## src/rtl/io_mux_pkg.sv

```systemverilog
// Purpose: Shared constants for the IO pin function multiplexer.
// Assumes: Pin numbering follows the 40-pin package IO table.
// Notes:   Pin index is the GPIO number, 0 to 30.
package io_mux_pkg;

  localparam int PIN_COUNT = 31;
  localparam int SEL_WIDTH = 2;

  // Function selector codes
  typedef enum logic [1:0] {
    FUNC_DIRECT  = 2'b00,
    FUNC_MATRIX  = 2'b01,
    FUNC_ALT     = 2'b10,
    FUNC_UNUSED  = 2'b11
  } func_sel_t;

  // Direction type of one pin function
  typedef enum logic [2:0] {
    TYPE_NONE      = 3'b000,
    TYPE_IN_HIGH   = 3'b001,
    TYPE_OUT       = 3'b010,
    TYPE_OUT_TRI   = 3'b011,
    TYPE_IN_OUT    = 3'b100,
    TYPE_IN_HIGH_OT = 3'b101
  } dir_type_t;

  localparam logic [1:0] SEL_RESET = 2'h0;

  // Fixed pin positions of the direct paths
  localparam int PIN_FAST_DATA_OUT = 2;
  localparam int PIN_TEST_MODE     = 4;
  localparam int PIN_TEST_IN       = 5;
  localparam int PIN_TEST_CLOCK    = 6;
  localparam int PIN_TEST_OUT      = 7;
  localparam int PIN_FLASH_CS      = 24;
  localparam int PIN_FLASH_DOUT    = 25;
  localparam int PIN_FLASH_WP      = 26;
  localparam int PIN_FLASH_HOLD    = 28;
  localparam int PIN_FLASH_CLK     = 29;
  localparam int PIN_FLASH_DIN     = 30;
  localparam int PIN_SERIAL_TX     = 16;
  localparam int PIN_SERIAL_RX     = 17;
  localparam int PIN_CS_FIRST      = 16;
  localparam int PIN_SDIO_CMD      = 18;
  localparam int PIN_SDIO_CLK      = 19;
  localparam int PIN_SDIO_DATA0    = 20;

  localparam int FAST_CS_COUNT = 6;
  localparam int SDIO_DATA_WIDTH = 4;

endpackage

```

## src/rtl/io_pin_function_mux.sv

```systemverilog
// Purpose: Per-pin function multiplexer between peripherals and pads.
// Assumes: One clock; selector writes come from a system control port.
// Notes:   Function 1 is the routing matrix path on every pin.
`timescale 1ns/1ps
module io_pin_function_mux #(
  parameter int PINS = io_mux_pkg::PIN_COUNT
) (
  input  wire logic            clk,
  input  wire logic            rst,
  // Selector write port
  input  wire logic            selWrite,
  input  wire logic [4:0]      selPin,
  input  wire logic [1:0]      selData,
  output logic [2*PINS-1:0]    selState,
  // Pads
  input  wire logic [PINS-1:0] padIn,
  output logic [PINS-1:0]      padOut,
  output logic [PINS-1:0]      padOe,
  // Routing matrix side
  input  wire logic [PINS-1:0] matrixOut,
  input  wire logic [PINS-1:0] matrixOe,
  output logic [PINS-1:0]      matrixIn,
  // Test port
  output logic                 test_mode_select_in,
  output logic                 test_serial_in,
  output logic                 test_clock_in,
  input  wire logic            test_serial_out,
  input  wire logic            testOutOe,
  // Serial port 0
  input  wire logic            serial0_transmit,
  output logic                 serial0_receive,
  // Flash port: out and oe come from controller, in back to it
  input  wire logic [5:0]      flashOut,
  input  wire logic [5:0]      flashOe,
  output logic [5:0]           flashIn,
  // Fast port lines: dout, din, hold, wp, clock
  input  wire logic [4:0]      fastOut,
  input  wire logic [4:0]      fastOe,
  output logic [4:0]           fastIn,
  input  wire logic [5:0]      fast_port_chip_selects,
  input  wire logic [5:0]      fastCsOe,
  output logic                 fastCs0In,
  // Card port: cmd, clk, data 0..3
  input  wire logic [5:0]      sdioOut,
  input  wire logic [5:0]      sdioOe,
  output logic [5:0]           sdioIn
);

  // -------------------------------------------------------------
  // Per-pin function wiring tables
  // -------------------------------------------------------------
  logic [2:0] fnOut [PINS];
  logic [2:0] fnOe  [PINS];
  logic [2:0] fnIn  [PINS];

  // Flash order: cs, dout, wp, hold, clock, din
  localparam int FLASH_PIN [6] = '{io_mux_pkg::PIN_FLASH_CS, io_mux_pkg::PIN_FLASH_DOUT,
                                   io_mux_pkg::PIN_FLASH_WP, io_mux_pkg::PIN_FLASH_HOLD,
                                   io_mux_pkg::PIN_FLASH_CLK, io_mux_pkg::PIN_FLASH_DIN};

  function automatic io_mux_pkg::dir_type_t type0(input int p);
    if (p >= io_mux_pkg::PIN_TEST_MODE && p <= io_mux_pkg::PIN_TEST_CLOCK) begin
      return io_mux_pkg::TYPE_IN_HIGH;
    end
    if (p == io_mux_pkg::PIN_TEST_OUT || p == io_mux_pkg::PIN_FLASH_CS ||
        p == io_mux_pkg::PIN_FLASH_CLK) begin
      return io_mux_pkg::TYPE_OUT_TRI;
    end
    if (p == io_mux_pkg::PIN_SERIAL_TX) begin
      return io_mux_pkg::TYPE_OUT;
    end
    if (p == io_mux_pkg::PIN_SERIAL_RX || p == io_mux_pkg::PIN_SDIO_CLK) begin
      return io_mux_pkg::TYPE_IN_HIGH;
    end
    if (p == io_mux_pkg::PIN_FLASH_DOUT || p == io_mux_pkg::PIN_FLASH_WP ||
        p == io_mux_pkg::PIN_FLASH_HOLD || p == io_mux_pkg::PIN_FLASH_DIN ||
        p == io_mux_pkg::PIN_SDIO_CMD || (p >= io_mux_pkg::PIN_SDIO_DATA0 && p <= 23)) begin
      return io_mux_pkg::TYPE_IN_HIGH_OT;
    end
    return io_mux_pkg::TYPE_IN_OUT;
  endfunction

  function automatic io_mux_pkg::dir_type_t type2(input int p);
    if (p == io_mux_pkg::PIN_FAST_DATA_OUT ||
        (p >= io_mux_pkg::PIN_TEST_MODE && p <= io_mux_pkg::PIN_TEST_OUT) ||
        p == io_mux_pkg::PIN_CS_FIRST) begin
      return io_mux_pkg::TYPE_IN_HIGH_OT;
    end
    if (p > io_mux_pkg::PIN_CS_FIRST &&
        p < io_mux_pkg::PIN_CS_FIRST + io_mux_pkg::FAST_CS_COUNT) begin
      return io_mux_pkg::TYPE_OUT_TRI;
    end
    return io_mux_pkg::TYPE_NONE;
  endfunction

  // Function 0 and 2 sources per pin; default is the matrix-only pin
  always_comb begin
    for (int p = 0; p < PINS; p++) begin
      fnOut[p] = {1'b0, matrixOut[p], 1'b0};
      fnOe[p]  = {1'b0, matrixOe[p], 1'b0};
    end
    fnOut[io_mux_pkg::PIN_TEST_OUT][0] = test_serial_out;
    fnOe[io_mux_pkg::PIN_TEST_OUT][0]  = testOutOe;
    fnOut[io_mux_pkg::PIN_SERIAL_TX][0] = serial0_transmit;
    fnOe[io_mux_pkg::PIN_SERIAL_TX][0]  = 1'b1;
    for (int k = 0; k < 6; k++) begin
      fnOut[FLASH_PIN[k]][0] = flashOut[k];
      fnOe[FLASH_PIN[k]][0]  = flashOe[k];
      fnOut[io_mux_pkg::PIN_SDIO_CMD + k][0] = sdioOut[k];
      fnOe[io_mux_pkg::PIN_SDIO_CMD + k][0]  = sdioOe[k];
      fnOut[io_mux_pkg::PIN_CS_FIRST + k][2] = fast_port_chip_selects[k];
      fnOe[io_mux_pkg::PIN_CS_FIRST + k][2]  = fastCsOe[k];
    end
    fnOut[io_mux_pkg::PIN_FAST_DATA_OUT][2] = fastOut[0];
    fnOe[io_mux_pkg::PIN_FAST_DATA_OUT][2]  = fastOe[0];
    for (int k = 1; k < 5; k++) begin
      // Pin 7 carries fast data in; pins 4..6 hold, wp, clock
      fnOut[(k == 1) ? 7 : k + 2][2] = fastOut[k];
      fnOe[(k == 1) ? 7 : k + 2][2]  = fastOe[k];
    end
  end

  // -------------------------------------------------------------
  // One slice per pin
  // -------------------------------------------------------------
  for (genvar p = 0; p < PINS; p++) begin : g_pin
    pin_function_slice #(
      .TYPE0 (type0(p)),
      .TYPE2 (type2(p))
    ) u_slice (
      .clk      (clk),
      .rst      (rst),
      .selWrite (selWrite && (selPin == 5'(p))),
      .selData  (selData),
      .fnOut    (fnOut[p]),
      .fnOe     (fnOe[p]),
      .padIn    (padIn[p]),
      .selQ     (selState[2*p +: 2]),
      .fnIn     (fnIn[p]),
      .padOut   (padOut[p]),
      .padOe    (padOe[p])
    );
    assign matrixIn[p] = fnIn[p][1];
  end

  // Peripheral inputs from the slices, already defaulted when unselected
  assign test_mode_select_in = fnIn[io_mux_pkg::PIN_TEST_MODE][0];
  assign test_serial_in      = fnIn[io_mux_pkg::PIN_TEST_IN][0];
  assign test_clock_in       = fnIn[io_mux_pkg::PIN_TEST_CLOCK][0];
  assign serial0_receive     = fnIn[io_mux_pkg::PIN_SERIAL_RX][0];
  assign fastCs0In           = fnIn[io_mux_pkg::PIN_CS_FIRST][2];
  assign fastIn = {fnIn[6][2], fnIn[5][2], fnIn[4][2], fnIn[7][2],
                   fnIn[io_mux_pkg::PIN_FAST_DATA_OUT][2]};
  for (genvar k = 0; k < 6; k++) begin : g_grp
    assign flashIn[k] = fnIn[FLASH_PIN[k]][0];
    assign sdioIn[k]  = fnIn[io_mux_pkg::PIN_SDIO_CMD + k][0];
  end

endmodule // io_pin_function_mux

```

## src/rtl/pin_function_slice.sv

```systemverilog
// Purpose: One pin: selector register, output choice and input gating.
// Assumes: Function inputs are synchronous to clk.
// Notes:   Unselected function inputs see their default level.
`timescale 1ns/1ps
module pin_function_slice #(
  parameter io_mux_pkg::dir_type_t TYPE0 = io_mux_pkg::TYPE_IN_OUT,
  parameter io_mux_pkg::dir_type_t TYPE2 = io_mux_pkg::TYPE_NONE
) (
  input  wire logic       clk,
  input  wire logic       rst,
  input  wire logic       selWrite,
  input  wire logic [1:0] selData,
  input  wire logic [2:0] fnOut,
  input  wire logic [2:0] fnOe,
  input  wire logic       padIn,
  output logic [1:0]      selQ,
  output logic [2:0]      fnIn,
  output logic            padOut,
  output logic            padOe
);

  logic [1:0] sel_reg;
  logic [1:0] sel_next;
  logic       padOut_reg;
  logic       padOe_reg;
  logic [2:0] fnIn_reg;
  logic       legal;
  wire        in0Cap  = (TYPE0 != io_mux_pkg::TYPE_OUT) && (TYPE0 != io_mux_pkg::TYPE_OUT_TRI);
  wire        out0Cap = (TYPE0 != io_mux_pkg::TYPE_IN_HIGH);
  wire        in2Cap  = (TYPE2 != io_mux_pkg::TYPE_OUT_TRI) && (TYPE2 != io_mux_pkg::TYPE_NONE);
  wire        out2Cap = (TYPE2 != io_mux_pkg::TYPE_NONE) && (TYPE2 != io_mux_pkg::TYPE_IN_HIGH);
  wire        dflt0   = (TYPE0 == io_mux_pkg::TYPE_IN_HIGH) ||
                        (TYPE0 == io_mux_pkg::TYPE_IN_HIGH_OT);
  wire        dflt2   = (TYPE2 == io_mux_pkg::TYPE_IN_HIGH_OT);

  // Illegal or missing functions are refused, selection kept
  assign legal    = (selData == 2'h0) || (selData == 2'h1) ||
                    ((selData == 2'h2) && (TYPE2 != io_mux_pkg::TYPE_NONE));
  assign sel_next = (selWrite && legal) ? selData : sel_reg;

  // -------------------------------------------------------------
  // Registered pin and function paths
  // -------------------------------------------------------------
  // Registering avoids glitches on unselected inputs while sel moves
  always_ff @(posedge clk) begin
    if (rst) begin
      sel_reg    <= io_mux_pkg::SEL_RESET;
      padOut_reg <= 1'b0;
      padOe_reg  <= 1'b0;
      // Default-high inputs stay high through reset as well
      fnIn_reg   <= {dflt2, 1'b0, dflt0};
    end else begin
      sel_reg    <= sel_next;
      padOut_reg <= (sel_reg == 2'h0) ? fnOut[0] :
                    (sel_reg == 2'h1) ? fnOut[1] : fnOut[2];
      // Only O-capable functions may drive; T releases the pad
      padOe_reg  <= (sel_reg == 2'h0) ? (fnOe[0] & out0Cap) :
                    (sel_reg == 2'h1) ? fnOe[1] :
                    (fnOe[2] & out2Cap);
      fnIn_reg[0] <= (sel_reg == 2'h0 && in0Cap) ? padIn : dflt0;
      fnIn_reg[1] <= (sel_reg == 2'h1) ? padIn : 1'b0;
      fnIn_reg[2] <= (sel_reg == 2'h2 && in2Cap) ? padIn : dflt2;
    end
  end

  assign selQ   = sel_reg;
  assign fnIn   = fnIn_reg;
  assign padOut = padOut_reg;
  assign padOe  = padOe_reg;

endmodule // pin_function_slice

```

## config.mk

```make
export PLATFORM = sky130hd
export DESIGN_NAME = io_pin_function_mux
export DESIGN_NICKNAME = d
export VERILOG_FILES = /design/src/rtl/io_mux_pkg.sv /design/src/rtl/io_pin_function_mux.sv /design/src/rtl/pin_function_slice.sv
export SDC_FILE = /design/constraint.sdc
export NUM_CORES = 1
export LEC_CHECK = 0
export BUFFER_PORTS_ARGS = -buffer_cell sky130_fd_sc_hd__buf_2
export CORE_MARGIN = 2
export CORE_UTILIZATION = 30
export DETAILED_ROUTE_END_ITERATION = 6
export GPL_TIMING_DRIVEN = 0
export PLACE_DENSITY = 0.57
export RECOVER_POWER = 25
export SLEW_MARGIN = 25
export SYNTH_ARGS = -nofsm -noshare
export SYNTH_HDL_FRONTEND = slang
export SYNTH_SLANG_ARGS = --single-unit
```

## constraint.sdc

```tcl
create_clock -name clk -period 3.2 [get_ports clk]
set_input_delay 0.16 -clock clk [delete_from_list [all_inputs] [get_ports clk]]
set_output_delay 0.16 -clock clk [all_outputs]
set_load 0.1 [all_outputs]
```

==> results.tsv, run 1 <==
metric	value	unit
tightest_slew	0.729	ns
antenna_found_initial	1	
max_stage_delay	0.54	ns
initial_core_util	30.8	%
grt_pass1_vias	5630	
grt_use_total	17.9	%
worst_path_max_delay_cell	dfxtp_1	
htree_levels	4	
yosysMostFrequentCell	dfxtp_1	
nets	1195	
cp.buffers_inverters	1	
synthDistinctLibCells	36	
intPower	3.76	mW
fmax	617	MHz
status	finished, final reports clean	
netlist_area	6520	um2
setup_violations	0	
cts_tree	built	
port_buffers	322	
synthAdderAreaFrac	0	%
combPwrFrac	12.5	%
synth_edf_count	0	
period_minus_slack	1.62	ns
pwr-share-seq	43.8	%
synth_mux_area_share	8.79	%
synth_compound_area_share	5.93	%
power_density	511	nW/um2
postSynthAreaPerCell	10.6	um2
critPathLaunchType	flip-flop	
p_switching	1.32	mW
clock_path_buffers	2	
synth_xor_area_share	0	%
place.gp.congestion	0.723	
io_pins	329	
clockRootBuffer	clkbuf_16	
drtIter0Drc	157	
synth_simple_gate_area_share	22.0	%
syn_inst	617	
rows	53	
slew_viol_final	0	
synth_top_area_cell	dfxtp_1	
p_clk_share	43.8	%
fin_crit_sh	50.7	%
ant_nets	0	
wl	21000	um
p_total	5.08	mW
rsz0062_at_grt	false	
synth.area.top_cells	dfxtp_1 (54%), buf_4 (7.7%), mux2i_1 (7.1%)	
path_class	reg2out	
timing.slew.headroom	51.4	%
synth_top_family_by_area	simple AND/OR/NAND/NOR gates	
synth_top_area_share	53.7	%
synth-main-ff-cell	dfxtp_1	
routed_via_density	4.41	
finalNonFillerCells	1332	
largest_reg_flops	62	
vias	5875	
clock_skew	0.00818	ns
grt_pass1_wl	30800	um
final.setup.tns	0	ns
drtPass1Iterations	4	
die_x	151	um
synth_seq_cells	175	
die_h	151	um
die_area	22900	um2
placed_cells	1215	
critPathMaxFanout	6	
critPathCaptureType	output pin	
cp.arrival	1.46	ns
crit_family	flip-flops	
remaining_drc_errors	0	
ys_seq_area_share	53.7	%
clk_pin_slew	0.07	ns
wl_per_cell	15.8	um
p_leak	4.74	nW
worstPathCellList	buf_2	
peakVddDrop	319	uV
clock_latency	0.42	ns
hpwlAfterDp	15500	um
async_flop_share	0	%
grt_overflow	0	
swShare	25.9	%
drive_above_1_share	41.9	%
drv_cap	0	
core	21200	um2
clock-sinks	175	
area_delta_synth_final	52.4	%
cp.required	3.04	ns
cts_buffers	17	
synth_common_cells	dfxtp_1 (175), buf_4 (67), mux2i_1 (46)	
hold_violations	0	
grt_max_degree	17	
ys_warn_count	0	
hold_class	in2reg	
postCtsSetupRepairBufs	0	
layer usage:
metal  track usage (%)  routed length (um)
met5                 0                   0
met4              4.91                 185
met3              4.58                1550
met2              32.6               10700
met1              20.8                8610
stage by stage:
| step | instance area, um2 | hold slack (ns) | util [%] | setup WS [ns] |
|---|---|---|---|---|
| after floorplan | 6530 | 0.260 | - | 1.42 |
| after global placement | 8480 | 0.357 | 40.1 | 1.35 |
| after detailed placement | 8480 | 0.357 | 40.1 | 1.34 |
| after CTS | 9950 | 0.00165 | 47.0 | 1.53 |
| after global routing | 9930 | 0.0136 | 47.0 | 1.54 |
| final | 9940 | 0.0191 | 47.0 | 1.58 |
final timing paths:
check                             endpoint                      start  depth (start not counted)  slack (ns)
setup / recovery              selState[52]  g_pin[26].u_slice.selQ[0]                          1        1.58
hold / removal    g_pin[22].u_slice.padOut                 sdioOut[4]                          3        0.02
setup reg to reg    g_pin[6].u_slice.padOe   g_pin[6].u_slice.selQ[1]                          4        1.72
hold reg to reg   g_pin[5].u_slice.fnIn[2]   g_pin[5].u_slice.selQ[1]                          1        0.49
power by group through the flow:
stage / clock, mW / sequential [mW] / combinational, mW
after floorplan: 0 / 2.37 / 0.289
after global placement: 0 / 2.27 / 0.559
after detailed placement: 0 / 2.27 / 0.561
after CTS: 2.29 / 2.22 / 0.638
after global routing: 2.38 / 2.22 / 0.671
final: 2.22 / 2.22 / 0.634
area by class of cell:
cell class                 count  area, um2
fill                        2003      11200
sequential                   175       3500
antenna                        2       5.00
timing repair buffer         406       2450
clock inverter                13        185
multi-input combinational    348       2400
buffer                        95        616
tap                          275        344
clock buffer                  18        439
cells by family (layout without fill, tap and decap cells):
kind of cell,count (synthesis),count (layout)
and+or+nand+nor,235,235
AOI/OAI and AO/OA,55,55
buffers and inverters,95,532
other,1,4
muxes,56,56
DFF,175,175
what timing repair did:
item,in CTS,in global routing
gates resized for setup,0,0
endpoints found under the hold margin,97,0
hold buffers,84,0
layout by cell type (no fill, tap or decap), types with 26 or more instances in the layout:
master	synthesis	final
buf_2	9	326
dfxtp_1	175	175
dlygate4sd3_1	0	84
buf_4	67	67
mux2i_1	46	46
nor3_1	37	37
and2_0	0	31
nor2_1	30	30
nand2_1	26	26
Power figures use the tool's default switching activity.
==> inputs of run 2 (changes only) <==
Settings changed: ABC_AREA set to 1, PLACE_DENSITY 0.57 to 0.56.
Clock period 3.2 ns to 1.5 ns, I/O delays scaled along.
==> run 2 against run 1 <==
Net effect: clock power up 110%; cell area up 8.2%; combinational power rose to 2.6 times the previous value; setup slack worse by 1.5 ns; critical path depth up 4; largest cell class unchanged; critical endpoint is now g_pin[4].u_slice.padOut.
==> results.tsv, run 2 <==
metric	value	unit	change
critPathLaunchType	flip-flop		
grt_overflow	0		unchanged
clk_pin_slew	0.07	ns	about the same
setup_violations	0		unchanged
pwr-share-seq	43.2	%	-0.6 points
antenna_found_initial	4		+3
async_flop_share	0	%	unchanged
layout_common_cells	buf_2 (328), nor2_1 (188), nand2_1 (159)		
cts_buffers	17		unchanged
remaining_drc_errors	0		unchanged
seq_area	3540	um2	+1.1%
grt_max_degree	17		unchanged
clockRootBuffer	clkbuf_16		
wl	23400	um	+11%
core	22500	um2	+6.4%
multi_input_comb_area	2250	um2	-6.3%
cp.buffers_inverters	2		+1
grtUsageMet1	21.7	%	+0.88 points
largest_reg_flops	62		unchanged
ant_nets	0		unchanged
worstPathCellList	inv_1 > nand2_1 > nor2_1 > nor3_1 > dlygate4sd3_1		
critPathCaptureType	flip-flop		
wl_per_cell	13.9	um	-12%
die_area	24000	um2	+4.5%
crit_family	buffers and inverters		
swShare	27.8	%	+1.9 points
synth.area.top_cells	dfxtp_1 (51%), nor2_1 (11%), nand2_1 (8.7%)		
netlist_area	6820	um2	+4.6%
critPathMaxFanout	5		-1
drtPass1Iterations	4		unchanged
drv_cap	0		unchanged
cp.arrival	1.81	ns	+0.35 ns
fin_crit_sh	95.9	%	
power_density	1020	nW/um2	+100%
grtUsageMet3	5.46	%	+0.89 points
vias	7247		+23%
grt_pass1_vias	7059		+25%
die_x	155	um	+2.2%
grt_pass1_wl	35600	um	+16%
routed_via_density	4.29		-2.7%
grtUsageMet2	34.2	%	+1.6 points
clock-sinks	175		unchanged
fin_util	47.8	%	+0.81 points
synth_top_area_cell	dfxtp_1		
postSynthAreaPerCell	7.48	um2	-29%
area_delta_synth_final	57.7	%	
period_minus_slack	1.44	ns	
drtIter0Drc	299		+90%
combPwrFrac	14.7	%	+2.2 points
n_fill_cell	2192		+9.4%
drive_above_1_share	33.1	%	-8.8 points
synth-main-ff-cell	dfxtp_1		
cts_tree	built		
syn_inst	912		+48%
cp.required	1.87	ns	-1.17 ns
timing.slew.headroom	46.6	%	-4.8 points
hold_class	in2reg		
grt_use_total	19.1	%	+1.2 points
status	finished, final reports clean		
fmax	695	MHz	
post_dp_cell_area	8820	um2	+4.0%
final_common_cell	buf_2		
initial_core_util	30.3	%	-0.51 points
fin_area	10800	um2	+8.2%
final.setup.tns	0	ns	unchanged
synth_common_cells	nor2_1 (193), dfxtp_1 (175), nand2_1 (159)		
place.gp.congestion	0.893		+23%
nets	1539		+29%
p_clk_share	42.2	%	-1.6 points
ys_warn_count	0		unchanged
htree_levels	4		unchanged
rsz0062_at_grt	false		
port_buffers	324		+0.62%
postCtsSetupRepairBufs	0		unchanged
finalNonFillerCells	1689		+27%
synthDistinctLibCells	22		-39%
intPower	7.94	mW	+110%
io_pins	329		unchanged
die_h	155	um	+2.2%
clock_latency	0.43	ns	about the same
worst_path_max_delay_cell	dlygate4sd3_1		
rows	55		+3.8%
clock_skew	0.00961	ns	+0.00143 ns
tightest_slew	0.802	ns	+0.0725 ns
peakVddDrop	707	uV	+120%
ys_seq_area_share	51.4	%	-2.4 points
hpwlAfterDp	17000	um	+9.7%
synth_edf_count	0		unchanged
hold_violations	0		unchanged
yosysMostFrequentCell	nor2_1		
placed_cells	1522		+25%
path_class	reg2reg		
synth_top_area_share	51.4	%	-2.4 points
p_leak	5.62	nW	+19%
max_stage_delay	0.58	ns	+0.04 ns
p_switching	3.06	mW	+130%
synth_seq_cells	175		unchanged
top_usage_layer	met2		
p_total	11.0	mW	+120%
slew_viol_final	0		unchanged
clock_path_buffers	2		unchanged
[run 2: changes by cell type in the layout (fill, tap and decap cells not counted), moves of 20 or more]
cell	delta
and2_0	-31
nand3_1	+76
dfxtp_1	-21
mux2i_1	-46
inv_1	+125
dlygate4sd3_1	+46
nand2_1	+133
nor2_1	+158
and3b_1	-20
nand2b_1	-24
[run 2: per-stage QoR]
| step | setup slack [ns] | hold WS [ns] |
|---|---|---|
| 6_report | 0.0615 | 0.00265 |
| 5_1_grt | 0.00812 | 0.0310 |
| 4_1_cts | 0.00975 | 0.0265 |
| 3_5_place_dp | 0.156 | 0.271 |
| 3_3_place_gp | 0.194 | 0.269 |
| 2_1_floorplan | 0.00836 | 0.178 |
[run 2: cells by family (layout without fill, tap and decap cells)]
family / count (synthesis) / after routing / share of synthesized area [%]
and+or+nand+nor: 483 / 483 / 29.9
buffers and inverters: 213 / 700 / 15.8
DFF: 175 / 175 / 51.4
AOI/OAI and AO/OA: 40 / 40 / 2.93
other: 1 / 6 / 0.0550
[run 2: final cells by class]
| type | instances | area share (%) |
|---|---|---|
| Clock buffer | 18 | 3.99 |
| Buffer | 86 | 5.42 |
| Antenna cell | 4 | 0.0931 |
| Tap cell | 285 | 3.32 |
| Sequential cell | 175 | 32.9 |
| Clock inverter | 14 | 1.67 |
| Multi-Input combinational cell | 525 | 20.9 |
| Timing Repair Buffer | 455 | 27.3 |
| Inverter | 127 | 4.43 |
[run 2: final timing paths]
check                           slack (ns)                        to                      from  depth (start not counted)
worst max-delay path                  0.06   g_pin[4].u_slice.padOut  g_pin[4].u_slice.selQ[1]                          5
worst min-delay path                 0.003  g_pin[7].u_slice.fnIn[1]                       rst                          2
worst max register to register        0.06   g_pin[4].u_slice.padOut  g_pin[4].u_slice.selQ[1]                          5
worst min register to register        0.46  g_pin[9].u_slice.selQ[1]  g_pin[9].u_slice.selQ[1]                          2
[run 2: power groups by stage]
stage	sequential, mW	clock (mW)	combinational, mW
floorplan	5.10	0	0.722
global placement	4.86	0	1.36
detailed placement	4.86	0	1.36
CTS	4.75	4.77	1.62
global route	4.75	4.97	1.72
finish	4.75	4.64	1.62
[run 2: routing by layer]
| metal | up-vias | share of wire (%) | wire (um) |
|---|---|---|---|
| li1 | 3695 | - | - |
| met1 | 3269 | 42 | 9740 |
| met2 | 253 | 50 | 11700 |
| met3 | 30 | 6.3 | 1480 |
| met4 | 0 | 2.2 | 506 |
| met5 | - | 0 | 0 |
[run 2: repair_timing]
| action | in CTS | in global routing |
|---|---|---|
| hold buffers | 131 | 0 |
| endpoints found under the hold margin | 113 | 0 |
| resized for setup | 0 | 23 |
| endpoints found under the setup margin | 0 | 16 |
==> inputs of run 3 (changes only) <==
Settings changed: ABC_AREA 1 to not set, CTS_BUF_LIST set to sky130_fd_sc_hd__clkbuf_8 sky130_fd_sc_hd__clkbuf_16, PLACE_DENSITY 0.56 to 0.57.
==> run 3 against run 2 <==
Net effect: setup slack worse by 0.031 ns; flip-flop and latch count unchanged; core utilization up 1.2 points; fmax decreased by 2.1%; clock power decreased by 0.9%; sequential share of layout area is 1.1 points higher; non-clock buffer count decreased by 1; critical path type is now reg2out.
==> results.tsv, run 3 (synthesis gave the netlist of run 1 again) <==
metric	value	unit	change
status	finished, final reports clean		
r2r-end	g_pin[2].u_slice.padOe		
rows	53		-3.6%
wl	21700	um	-7.4%
cts_tree	built		
reg2reg_slack	0.07	ns	about the same
port_buffers	322		-0.62%
antenna_found_initial	2		-2
drtPass1Iterations	4		unchanged
period_minus_slack	1.47	ns	+0.0309 ns
initial_core_util	30.8	%	+0.51 points
cts_buffers	17		unchanged
multi_input_comb_area	2410	um2	+7.1%
largest_reg_flops	62		unchanged
drtIter0Drc	218		-27%
fin_area	10400	um2	-3.7%
worstReg2RegStart	g_pin[2].u_slice.selQ[0]		
clockRootBuffer	clkbuf_16		
n_fill_cell	2017		-8.0%
clock_path_buffers	2		unchanged
die_area	22900	um2	-4.3%
p_total	10.8	mW	-2.1%
grt_pass1_vias	6010		-15%
remaining_drc_errors	0		unchanged
tightest_slew	0.725	ns	-0.0767 ns
grt_pass1_wl	31900	um	-11%
peakVddDrop	657	uV	-7.0%
drive_above_1_share	42.2	%	+9.1 points
power_density	1040	nW/um2	+1.6%
grt_use_total	18.5	%	-0.63 points
io_pins	329		unchanged
min_path_cells	4		+2
clk_pin_slew	0.07	ns	about the same
p_leak	4.89	nW	-13%
path_class	reg2out		
place.gp.congestion	0.738		-17%
critPathMaxFanout	6		+1
post_dp_cell_area	8500	um2	-3.7%
setup_violations	0		unchanged
die_h	151	um	-2.2%
hold_class	in2reg		
slew_viol_final	0		unchanged
area_delta_synth_final	58.9	%	
r2r_cells	4		-1
cp.required	1.42	ns	-0.45 ns
htree_levels	4		unchanged
clock_skew	0.00895	ns	-0.000665 ns
hold_end	g_pin[20].u_slice.padOe		
grt_max_degree	17		unchanged
fin_crit_sh	98.0	%	+2.1 points
drv_cap	0		unchanged
cp.buffers_inverters	1		-1
worst_path_max_delay_cell	buf_2		
vias	6090		-16%
routed_via_density	4.44		+3.5%
wl_per_cell	15.8	um	+14%
max_stage_delay	0.49	ns	-0.09 ns
hpwlAfterDp	15600	um	-8.3%
clock-sinks	175		unchanged
rsz0062_at_grt	false		
hold_violations	0		unchanged
timing.slew.headroom	51.7	%	+5.1 points
hold_start	sdioOe[2]		
ant_nets	0		unchanged
crit_family	buffers and inverters		
core	21200	um2	-6.0%
cp.arrival	1.39	ns	-0.42 ns
nets	1234		-20%
die_x	151	um	-2.2%
critPathLaunchType	flip-flop		
worstPathCellList	buf_2		
fmax	681	MHz	-2.1%
final_common_cell	buf_2		
seq_area	3530	um2	-0.46%
clock_latency	0.42	ns	about the same
layout_common_cells	buf_2 (318), dfxtp_1 (157), dlygate4sd3_1 (123)		
grt_overflow	0		unchanged
critPathCaptureType	output pin		
## run 3: layout make-up
class	instances	area share [%]
clock inverters	13	1.53
repair buffers	445	27.6
diodes	2	0.0483
plain buffers	95	5.89
multi-input cells	348	23.2
flip-flops and latches	175	34.0
clock buffers	19	4.37
well taps	275	3.32
## run 3: through the flow
stage | setup TNS (ns) | hold WS, ns | setup slack [ns] | utilization (%) | std cells
3_3_place_gp | -11.95 | 0.274 | -0.271 | 40.2 | 1215
6_report | 0 | 0.0152 | 0.0307 | 49.0 | 1372
2_1_floorplan | 0 | 0.175 | 0.00469 | - | 618
4_1_cts | 0 | 0.00176 | 0.00611 | 48.9 | 1370
3_5_place_dp | -13.71 | 0.276 | -0.281 | 40.2 | 1215
5_1_grt | 0 | 0.0117 | 0.00503 | 49.0 | 1371
## run 3: worst max path at each step
stage                              start                        to  cells after the start
6_report       g_pin[22].u_slice.selQ[1]              selState[45]                      1
3_5_place_dp                         rst  g_pin[24].u_slice.padOut                      4
5_1_grt         g_pin[2].u_slice.selQ[0]   g_pin[2].u_slice.padOut                      4
4_1_cts        g_pin[20].u_slice.selQ[1]              selState[41]                      1
2_1_floorplan  g_pin[22].u_slice.selQ[0]   g_pin[22].u_slice.padOe                      2
3_3_place_gp                         rst   g_pin[30].u_slice.padOe                      4
## run 3: report_power, final
group          total [mW]  switching (mW)  internal, mW
combinational        1.43           0.894         0.532
clock                4.60            1.88          2.72
sequential           4.74          0.0268          4.72
total                10.8            2.80          7.97
## run 3: per-layer routing
layer  track usage [%]  vias to the layer above  routed length, um
met5                 0                        -                  0
li1                  -                     3012                  -
met3              4.91                       23               1670
met4              5.84                        0                370
met1              21.3                     2806               8670
met2              33.2                      249              11000
## run 3: what timing repair did
item	in CTS	in global routing
gates resized for setup	3	15
hold buffers	123	0
endpoints found under the setup margin	3	14
hold endpoints to repair	113	0
buffers inserted	0	0
